## src/verilog/sps_pkg.sv

```systemverilog
// package for the status pin and reset logic: timing, carriers, states
// assumes a single 100 MHz system clock shared by every user
package sps_pkg;

   localparam longint unsigned CLK_HZ       = 100_000_000;
   localparam longint unsigned MS_PER_S     = 1_000;
   localparam longint unsigned NS_PER_S     = 1_000_000_000;

   // press windows of the factory-restore button, in milliseconds
   localparam longint unsigned RESTART_MIN_MS = 200;
   localparam longint unsigned RESTART_MAX_MS = 800;
   localparam longint unsigned RESTORE_MIN_MS = 5_000;
   localparam longint unsigned RESTORE_MAX_MS = 10_000;
   // lamp timing: 10 Hz square wave, link blink half period
   localparam longint unsigned ACT_HALF_MS    = 50;
   localparam longint unsigned LINK_HALF_MS   = 250;
   // shortest accepted external reset, in nanoseconds
   localparam longint unsigned EXT_RST_MIN_NS = 100;

   // least times round up, longest times round down
   localparam longint unsigned RESTART_MIN_CYC =
      (RESTART_MIN_MS * CLK_HZ + MS_PER_S - 1) / MS_PER_S;
   localparam longint unsigned RESTART_MAX_CYC =
      (RESTART_MAX_MS * CLK_HZ) / MS_PER_S;
   localparam longint unsigned RESTORE_MIN_CYC =
      (RESTORE_MIN_MS * CLK_HZ + MS_PER_S - 1) / MS_PER_S;
   localparam longint unsigned RESTORE_MAX_CYC =
      (RESTORE_MAX_MS * CLK_HZ) / MS_PER_S;
   localparam longint unsigned ACT_HALF_CYC =
      (ACT_HALF_MS * CLK_HZ) / MS_PER_S;
   localparam longint unsigned LINK_HALF_CYC =
      (LINK_HALF_MS * CLK_HZ) / MS_PER_S;
   localparam longint unsigned EXT_RST_MIN_CYC =
      (EXT_RST_MIN_NS * CLK_HZ + NS_PER_S - 1) / NS_PER_S;

   // reset levels
   localparam logic LAMP_ACT_RST  = 1'h1;
   localparam logic LAMP_LINK_RST = 1'h0;

   typedef struct packed {
      logic cable_present;
      logic link_up;
      logic tx_busy;
      logic rx_busy;
   } sps_net_type;

   typedef enum logic {
      PRESS_IDLE,
      PRESS_HELD
   } sps_press_type;

endpackage

```

## src/verilog/sps_blinker.sv

```systemverilog
// lamp driver: square wave while running, a steady level otherwise
// assumes i_idle and i_run are synchronous to i_clk
`timescale 1ns/1ns
module sps_blinker #(
   parameter int   HALF_CYC = int'(sps_pkg::ACT_HALF_CYC),
   parameter logic RST_LVL  = sps_pkg::LAMP_ACT_RST
) (
   input  wire logic i_clk,
   input  wire logic i_sys_rst,
   input  wire logic i_run,
   input  wire logic i_idle,
   output logic      o_lamp
);
   import sps_pkg::*;

   localparam int CW = $clog2(HALF_CYC + 1);
   localparam logic [CW-1:0] LAST = CW'(HALF_CYC - 1);

   logic [CW-1:0] cnt_reg;
   logic [CW-1:0] cnt_next;
   logic          lamp_reg;
   logic          lamp_next;

   always_comb begin
      cnt_next  = '0;
      lamp_next = i_idle;
      if (i_run) begin
         // first edge lands one half period after start, from idle level
         lamp_next = lamp_reg;
         cnt_next  = cnt_reg + CW'(1);
         if (cnt_reg == LAST) begin
            cnt_next  = '0;
            lamp_next = ~lamp_reg;
         end
      end
   end

   always_ff @(posedge i_clk or posedge i_sys_rst) begin
      if (i_sys_rst) begin
         cnt_reg  <= '0;
         lamp_reg <= RST_LVL;
      end else begin
         cnt_reg  <= cnt_next;
         lamp_reg <= lamp_next;
      end
   end

   assign o_lamp = lamp_reg;
endmodule // sps_blinker

```

## src/verilog/sps_status_pins.sv

```systemverilog
// status lamps, restore button decoder, external reset and direction pin
// assumes all inputs synchronous to i_clk; button and reset are active low
//
// Behaviour
// - a low on the restore button held about 5 to 10 s restores defaults.
// - a low held about 200 to 800 ms restarts without restoring defaults.
// - the transmit lamp rests high and toggles at 10 Hz while sending.
// - the receive lamp rests high and toggles at 10 Hz while receiving.
// - the port is full duplex unless a transceiver strap sets direction mode.
// - in direction mode the pin is high while sending and low otherwise.
`timescale 1ns/1ns
module sps_status_pins #(
   parameter int RESTART_MIN = int'(sps_pkg::RESTART_MIN_CYC),
   parameter int RESTART_MAX = int'(sps_pkg::RESTART_MAX_CYC),
   parameter int RESTORE_MIN = int'(sps_pkg::RESTORE_MIN_CYC),
   parameter int RESTORE_MAX = int'(sps_pkg::RESTORE_MAX_CYC),
   parameter int ACT_HALF    = int'(sps_pkg::ACT_HALF_CYC),
   parameter int LINK_HALF   = int'(sps_pkg::LINK_HALF_CYC),
   parameter int EXT_RST_MIN = int'(sps_pkg::EXT_RST_MIN_CYC)
) (
   input  wire logic                i_clk,
   input  wire logic                i_sys_rst,
   input  wire logic                i_restore_n,
   input  wire logic                i_ext_rst_n,
   input  wire logic                i_xcvr_strap,
   input  wire sps_pkg::sps_net_type i_net,
   output logic                     o_restart,
   output logic                     o_restore_defaults,
   output logic                     o_ext_reset,
   output logic                     o_link_lamp,
   output logic                     o_transmit_activity_lamp,
   output logic                     o_receive_activity_lamp,
   output logic                     o_dir,
   output logic                     o_dir_oe
);
   import sps_pkg::*;

   localparam int CNT_W = $clog2(RESTORE_MAX + 2);
   localparam logic [CNT_W-1:0] RS_MIN  = CNT_W'(RESTART_MIN);
   localparam logic [CNT_W-1:0] RS_MAX  = CNT_W'(RESTART_MAX);
   localparam logic [CNT_W-1:0] RD_MIN  = CNT_W'(RESTORE_MIN);
   localparam logic [CNT_W-1:0] RD_MAX  = CNT_W'(RESTORE_MAX);
   localparam logic [CNT_W-1:0] CNT_SAT = CNT_W'(RESTORE_MAX + 1);
   localparam int EXT_W = $clog2(EXT_RST_MIN + 1);
   localparam logic [EXT_W-1:0] EXT_LAST = EXT_W'(EXT_RST_MIN - 1);
   localparam logic [EXT_W-1:0] EXT_SAT  = EXT_W'(EXT_RST_MIN);

   // ---------------- restore button decoder
   sps_press_type    press_reg;
   sps_press_type    press_next;
   logic [CNT_W-1:0] hold_reg;
   logic [CNT_W-1:0] hold_next;
   logic             restart_reg;
   logic             restart_next;
   logic             restore_reg;
   logic             restore_next;

   always_comb begin
      press_next   = press_reg;
      hold_next    = hold_reg;
      restart_next = 1'h0;
      restore_next = 1'h0;
      unique case (press_reg)
         PRESS_IDLE: begin
            if (!i_restore_n) begin
               press_next = PRESS_HELD;
               hold_next  = CNT_W'(1);
            end
         end
         PRESS_HELD: begin
            if (i_restore_n) begin
               // judged on release only; counter saturates past the window
               press_next = PRESS_IDLE;
               hold_next  = '0;
               if (hold_reg >= RS_MIN && hold_reg <= RS_MAX) begin
                  restart_next = 1'h1;
               end else if (hold_reg >= RD_MIN && hold_reg <= RD_MAX) begin
                  restore_next = 1'h1;
               end
            end else if (hold_reg != CNT_SAT) begin
               hold_next = hold_reg + CNT_W'(1);
            end
         end
      endcase
   end

   always_ff @(posedge i_clk or posedge i_sys_rst) begin
      if (i_sys_rst) begin
         press_reg   <= PRESS_IDLE;
         hold_reg    <= '0;
         restart_reg <= 1'h0;
         restore_reg <= 1'h0;
      end else begin
         press_reg   <= press_next;
         hold_reg    <= hold_next;
         restart_reg <= restart_next;
         restore_reg <= restore_next;
      end
   end

   assign o_restart          = restart_reg;
   assign o_restore_defaults = restore_reg;

   // ---------------- external reset qualifier
   logic [EXT_W-1:0] ext_cnt_reg;
   logic [EXT_W-1:0] ext_cnt_next;
   logic             ext_rst_reg;
   logic             ext_rst_next;

   always_comb begin
      ext_cnt_next = '0;
      ext_rst_next = 1'h0;
      if (!i_ext_rst_n) begin
         // one pulse per low period, once it has lasted long enough
         ext_cnt_next = (ext_cnt_reg == EXT_SAT) ? ext_cnt_reg
                                                 : ext_cnt_reg + EXT_W'(1);
         ext_rst_next = (ext_cnt_reg == EXT_LAST);
      end
   end

   always_ff @(posedge i_clk or posedge i_sys_rst) begin
      if (i_sys_rst) begin
         ext_cnt_reg <= '0;
         ext_rst_reg <= 1'h0;
      end else begin
         ext_cnt_reg <= ext_cnt_next;
         ext_rst_reg <= ext_rst_next;
      end
   end

   assign o_ext_reset = ext_rst_reg;

   // ---------------- direction pin and its strap
   logic strap_taken_reg;
   logic strap_taken_next;
   logic strap_reg;
   logic strap_next;
   logic dir_reg;
   logic dir_next;
   logic dir_oe_reg;
   logic dir_oe_next;

   always_comb begin
      strap_taken_next = 1'h1;
      // strap sampled once, on the first edge after reset release
      strap_next  = strap_taken_reg ? strap_reg : i_xcvr_strap;
      dir_oe_next = strap_next;
      dir_next    = strap_next & i_net.tx_busy;
   end

   always_ff @(posedge i_clk or posedge i_sys_rst) begin
      if (i_sys_rst) begin
         strap_taken_reg <= 1'h0;
         strap_reg       <= 1'h0;
         dir_reg         <= 1'h0;
         dir_oe_reg      <= 1'h0;
      end else begin
         strap_taken_reg <= strap_taken_next;
         strap_reg       <= strap_next;
         dir_reg         <= dir_next;
         dir_oe_reg      <= dir_oe_next;
      end
   end

   assign o_dir    = dir_reg;
   assign o_dir_oe = dir_oe_reg;

   // ---------------- lamps
   sps_blinker #(
      .HALF_CYC (LINK_HALF),
      .RST_LVL  (LAMP_LINK_RST)
   ) u_link (
      .i_clk     (i_clk),
      .i_sys_rst (i_sys_rst),
      .i_run     (i_net.cable_present & ~i_net.link_up),
      .i_idle    (i_net.cable_present & i_net.link_up),
      .o_lamp    (o_link_lamp)
   );

   sps_blinker #(
      .HALF_CYC (ACT_HALF),
      .RST_LVL  (LAMP_ACT_RST)
   ) u_tx (
      .i_clk     (i_clk),
      .i_sys_rst (i_sys_rst),
      .i_run     (i_net.tx_busy),
      .i_idle    (1'h1),
      .o_lamp    (o_transmit_activity_lamp)
   );

   sps_blinker #(
      .HALF_CYC (ACT_HALF),
      .RST_LVL  (LAMP_ACT_RST)
   ) u_rx (
      .i_clk     (i_clk),
      .i_sys_rst (i_sys_rst),
      .i_run     (i_net.rx_busy),
      .i_idle    (1'h1),
      .o_lamp    (o_receive_activity_lamp)
   );
endmodule // sps_status_pins

```

## config.mk

```make
export PLATFORM = sky130hd
export DESIGN_NAME = sps_status_pins
export DESIGN_NICKNAME = d
export VERILOG_FILES = /design/src/verilog/sps_pkg.sv /design/src/verilog/sps_blinker.sv /design/src/verilog/sps_status_pins.sv
export SDC_FILE = /design/constraint.sdc
export NUM_CORES = 1
export LEC_CHECK = 0
export BUFFER_PORTS_ARGS = -buffer_cell sky130_fd_sc_hd__clkbuf_2
export CORE_ASPECT_RATIO = 1.1
export CORE_MARGIN = 2
export CORE_UTILIZATION = 50
export DETAILED_ROUTE_END_ITERATION = 7
export PLACE_DENSITY = 0.66
export SLEW_MARGIN = 20
export SYNTH_ARGS = -nofsm -noshare
export SYNTH_HDL_FRONTEND = slang
export SYNTH_SLANG_ARGS = --single-unit
```

## constraint.sdc

```tcl
create_clock -name i_clk -period 3.7 [get_ports i_clk]
set_input_delay 0.37 -clock i_clk [delete_from_list [all_inputs] [get_ports i_clk]]
set_output_delay 0.37 -clock i_clk [all_outputs]
set_load 0.05 [all_outputs]
```

==> summary.md <==
- 1.000 — share of flip-flops with an asynchronous set or reset
- 0.08689 — fraction of layout instances using a drive strength above 1
- 23130 um — wire length of the first global-routing pass
- finished, final reports clean — run status
- 0 — number of antenna violations at the first check in global routing
- 0 — final count of hold timing violations
- 12 — crit path max fanout
- 0.444 — part of the total power dissipated in sequential elements
- 4965 — number of global-route vias before repair
- nor2b_1 — Worst path slowest cell
- 0.4116 GHz — fmax
- 0 — post-CTS setup buffers
- 16 — number of I/O port buffers
- 4 — H-Tree Level Count
- 0.2222 — overall global routing resource usage
- 30 — flip-flop count of the largest register after layout
- nor2b_1 > nand4_1 > nor4_1 > buf_4 > or2_0 > a221o_1 — ordered cell list for the critical path
- 109.6 um — Die W
- 707 — Final nets
- 0.002266 W — Power Internal
- 11.86% — synthesis-to-finish area growth
- 2780 ps — data arrival time of the critical path
- 0 — count of endpoints failing setup in the final report
- 0.2214 — switching part of the total power
- 424.4 nW/um2 — Power Dens Cells
- 57 — pin count of the biggest net entering global routing
- 13090 um — detailed-route wire length
- 4944 — detailed-route via count
- 480 — count of routing violations after the opening detailed-route iteration
- 5.776 — detail-routed via count per cell
- 17 — IO Count
- 0 — Synth warnings
- 59 — Distinct cells, synth
- 1071 — filler instances
- 0.515 — share of total power in the clock network
- 0 — max-slew violation total from the final report
- 0.0006442 W — Net Switching
- 2.777 nW — total leakage power
- in2async — Min-Delay Path Class
- 899.4 ps — worst slew pin tran
- 1 — Critical path buffers and inverters
- register — category of the worst setup path capture point
- 13160 um2 — area of the die
- 0.0002278 V — worst vdd rail ir drop
- 8604 um — placed wire-length estimate after detailed placement
- 5.696 ps — clk_skew
- 0 — number of resized instances in the post-cts repair step
- 0 — number of buffers inserted for hold repair after clock tree synthesis
- dfrtp_1 46%, nor2_1 6.5%, xnor2_1 5.6% — Synth area leaders
- 5 — count of TritonRoute iterations in the first routing pass
- reg2reg — critical path class
- clkbuf_16 — buffer type at the clock tree root
- 15.29 um — final routed wire length divided by cell count
- 115 — Seq cells post-synth
- 120.1 um — overall die height
- register — launching element type of the critical path
- 420 ps — clk_lat worst skew
- false — RSZ-0062 raised after global routing
- dfrtp_1 — top cell type by total area after synthesis
- 0.041 — combinational fraction of design power
- 6130 um2 — post-synth design cell area
- 50 ps — clk slew on worst S/H paths
- 42 — standard-cell rows
- 0 — diode count
- 699 — number of nets produced by synthesis
- 0 ps — setup TNS
- 2 — Clock Tree Buf Depth
- 0 — max-cap violation count
- 0 — total overflow reported by the global router
- 0.9274 — routability congestion estimate
- 115 — Sinks on Clock Net
- 4050 ps — endpoint required time on the critical path
- 11980 um2 — Core Area
- 0.4613 — Synth top area share
- 0.3982 — normalized max-slew margin
- 0 — remaining design rule violation count
- dfrtp_1 — main flop type after synthesis
- 0.002910 W — total power of the final layout
- 0 — antenna-violating nets left
- 0 — Post-synth EDFFs
- 681 — number of standard cells after synthesis
- 0.4699 — post-synthesis sequential area ratio
- yes — CTS tree
- 660 ps — peak per-stage delay on the critical path
- simple AND/OR/NAND/NOR gates — CP top delay family
- 17 — total CTS buffers
- 0.6567 — Tcrit/Tclk final
- 9.001 um2 — Mapped Avg Cell Area
- 2430 ps — clock period minus final worst setup slack
- 0.5116 — effective utilization at floorplan
Yosys cell counts (4+ instances only):
master and count:
a31oi_1 4, xor2_1 34, dfrtp_1 113, nand3_1 38, nor2_1 106, clkbuf_1 26, or3_1 11, nor4b_1 6
a21oi_1 17, nor3_1 23, xnor2_1 39, nand4_1 29, and2_1 7, and3_1 18, o21ai_0 32, ha_1 9
o31ai_1 7, inv_1 19, nor4_1 24, nand2_1 59
power by group through the flow:
stage          Clock [W]  Sequential [W]  Combinational (W)
5_1_grt          0.00158         0.00129           0.000138
4_1_cts          0.00153         0.00129           0.000122
2_1_floorplan          0         0.00132          0.0000780
3_3_place_gp           0         0.00131           0.000117
6_report         0.00150         0.00129           0.000118
3_5_place_dp           0         0.00131           0.000121
layout make-up:
| type | count | area [um2] | area share |
|---|---|---|---|
| Clock buffer | 28 | 526.8 | 0.07682 |
| Clock inverter | 4 | 22.52 | 0.003285 |
| Inverter | 19 | 73.82 | 0.01077 |
| Multi-Input combinational cell | 516 | 3050 | 0.4449 |
| Sequential cell | 115 | 2880 | 0.4201 |
| Tap cell | 154 | 192.7 | 0.02810 |
| Timing Repair Buffer | 20 | 110.1 | 0.01606 |
layer usage:
layer | wire length (um) | vias up | track usage | share of wire
met3 | 463 | 26 | 0.04943 | 0.035
met1 | 6082 | 2394 | 0.2915 | 0.46
met4 | 255 | 0 | 0.09573 | 0.019
met2 | 6285 | 120 | 0.3515 | 0.48
li1 | - | 2404 | - | -
met5 | 0 | - | 0 | 0
cell usage in the layout (no fill, tap or decap), types with 5 or more instances in the layout:
cell	synthesis	routed
dfrtp_1	113	113
nor2_1	106	106
nand2_1	59	59
xnor2_1	39	39
nand3_1	38	38
xor2_1	34	34
o21ai_0	32	32
nand4_1	29	29
nor4_1	24	24
nor3_1	23	23
inv_1	19	18
and3_1	18	18
a21oi_1	17	17
clkbuf_16	0	17
clkbuf_2	0	16
or3_1	11	11
ha_1	9	9
and2_1	7	7
o31ai_1	7	7
nor4b_1	6	6
clkbuf_8	0	6
clkbuf_1	26	5
through the flow:
stage | utilization | instances | area (um2) | setup slack [ps] | hold slack [ps]
finish | 0.5723 | 856 | 6857 | 1270 | 55.88
global route | 0.5723 | 856 | 6857 | 926.8 | 129.4
CTS | 0.5723 | 856 | 6857 | 1258 | 90.85
detailed placement | 0.5264 | 824 | 6307 | 1240 | 450.0
global placement | 0.5264 | 824 | 6307 | 1391 | 438.3
floorplan | - | 681 | 6130 | 289.2 | 409.3
worst paths after layout:
path	start	endpoint	slack [ps]	cells past startpoint
min in group i_clk	i_net[1]	u_tx.o_lamp	110	2
max in group asynchronous	i_sys_rst	u_rx.o_lamp	2760	3
setup reg to reg	press_reg	hold_reg[22]	1270	6
hold / removal	i_sys_rst	u_rx.cnt_reg[19]	60	2
setup / recovery	press_reg	hold_reg[22]	1270	6
hold reg to reg	u_tx.cnt_reg[0]	u_tx.cnt_reg[0]	460	1
cell families (layout without fill, tap and decap cells):
| family | count (synthesis) | after routing | share of synthesized area |
|---|---|---|---|
| AO/OA/AOI/OAI | 82 | 82 | 0.08369 |
| AND/OR/NAND/NOR | 350 | 350 | 0.2888 |
| flip-flops | 115 | 115 | 0.4699 |
| XOR/XNOR | 73 | 73 | 0.1043 |
| buffers and inverters | 50 | 71 | 0.03245 |
| adder cells (fa/ha/maj) | 9 | 9 | 0.01837 |
| other | 1 | 1 | 0.0006118 |
| multiplexers | 1 | 1 | 0.001837 |
Note: power is estimated with default switching activity, not from simulation.
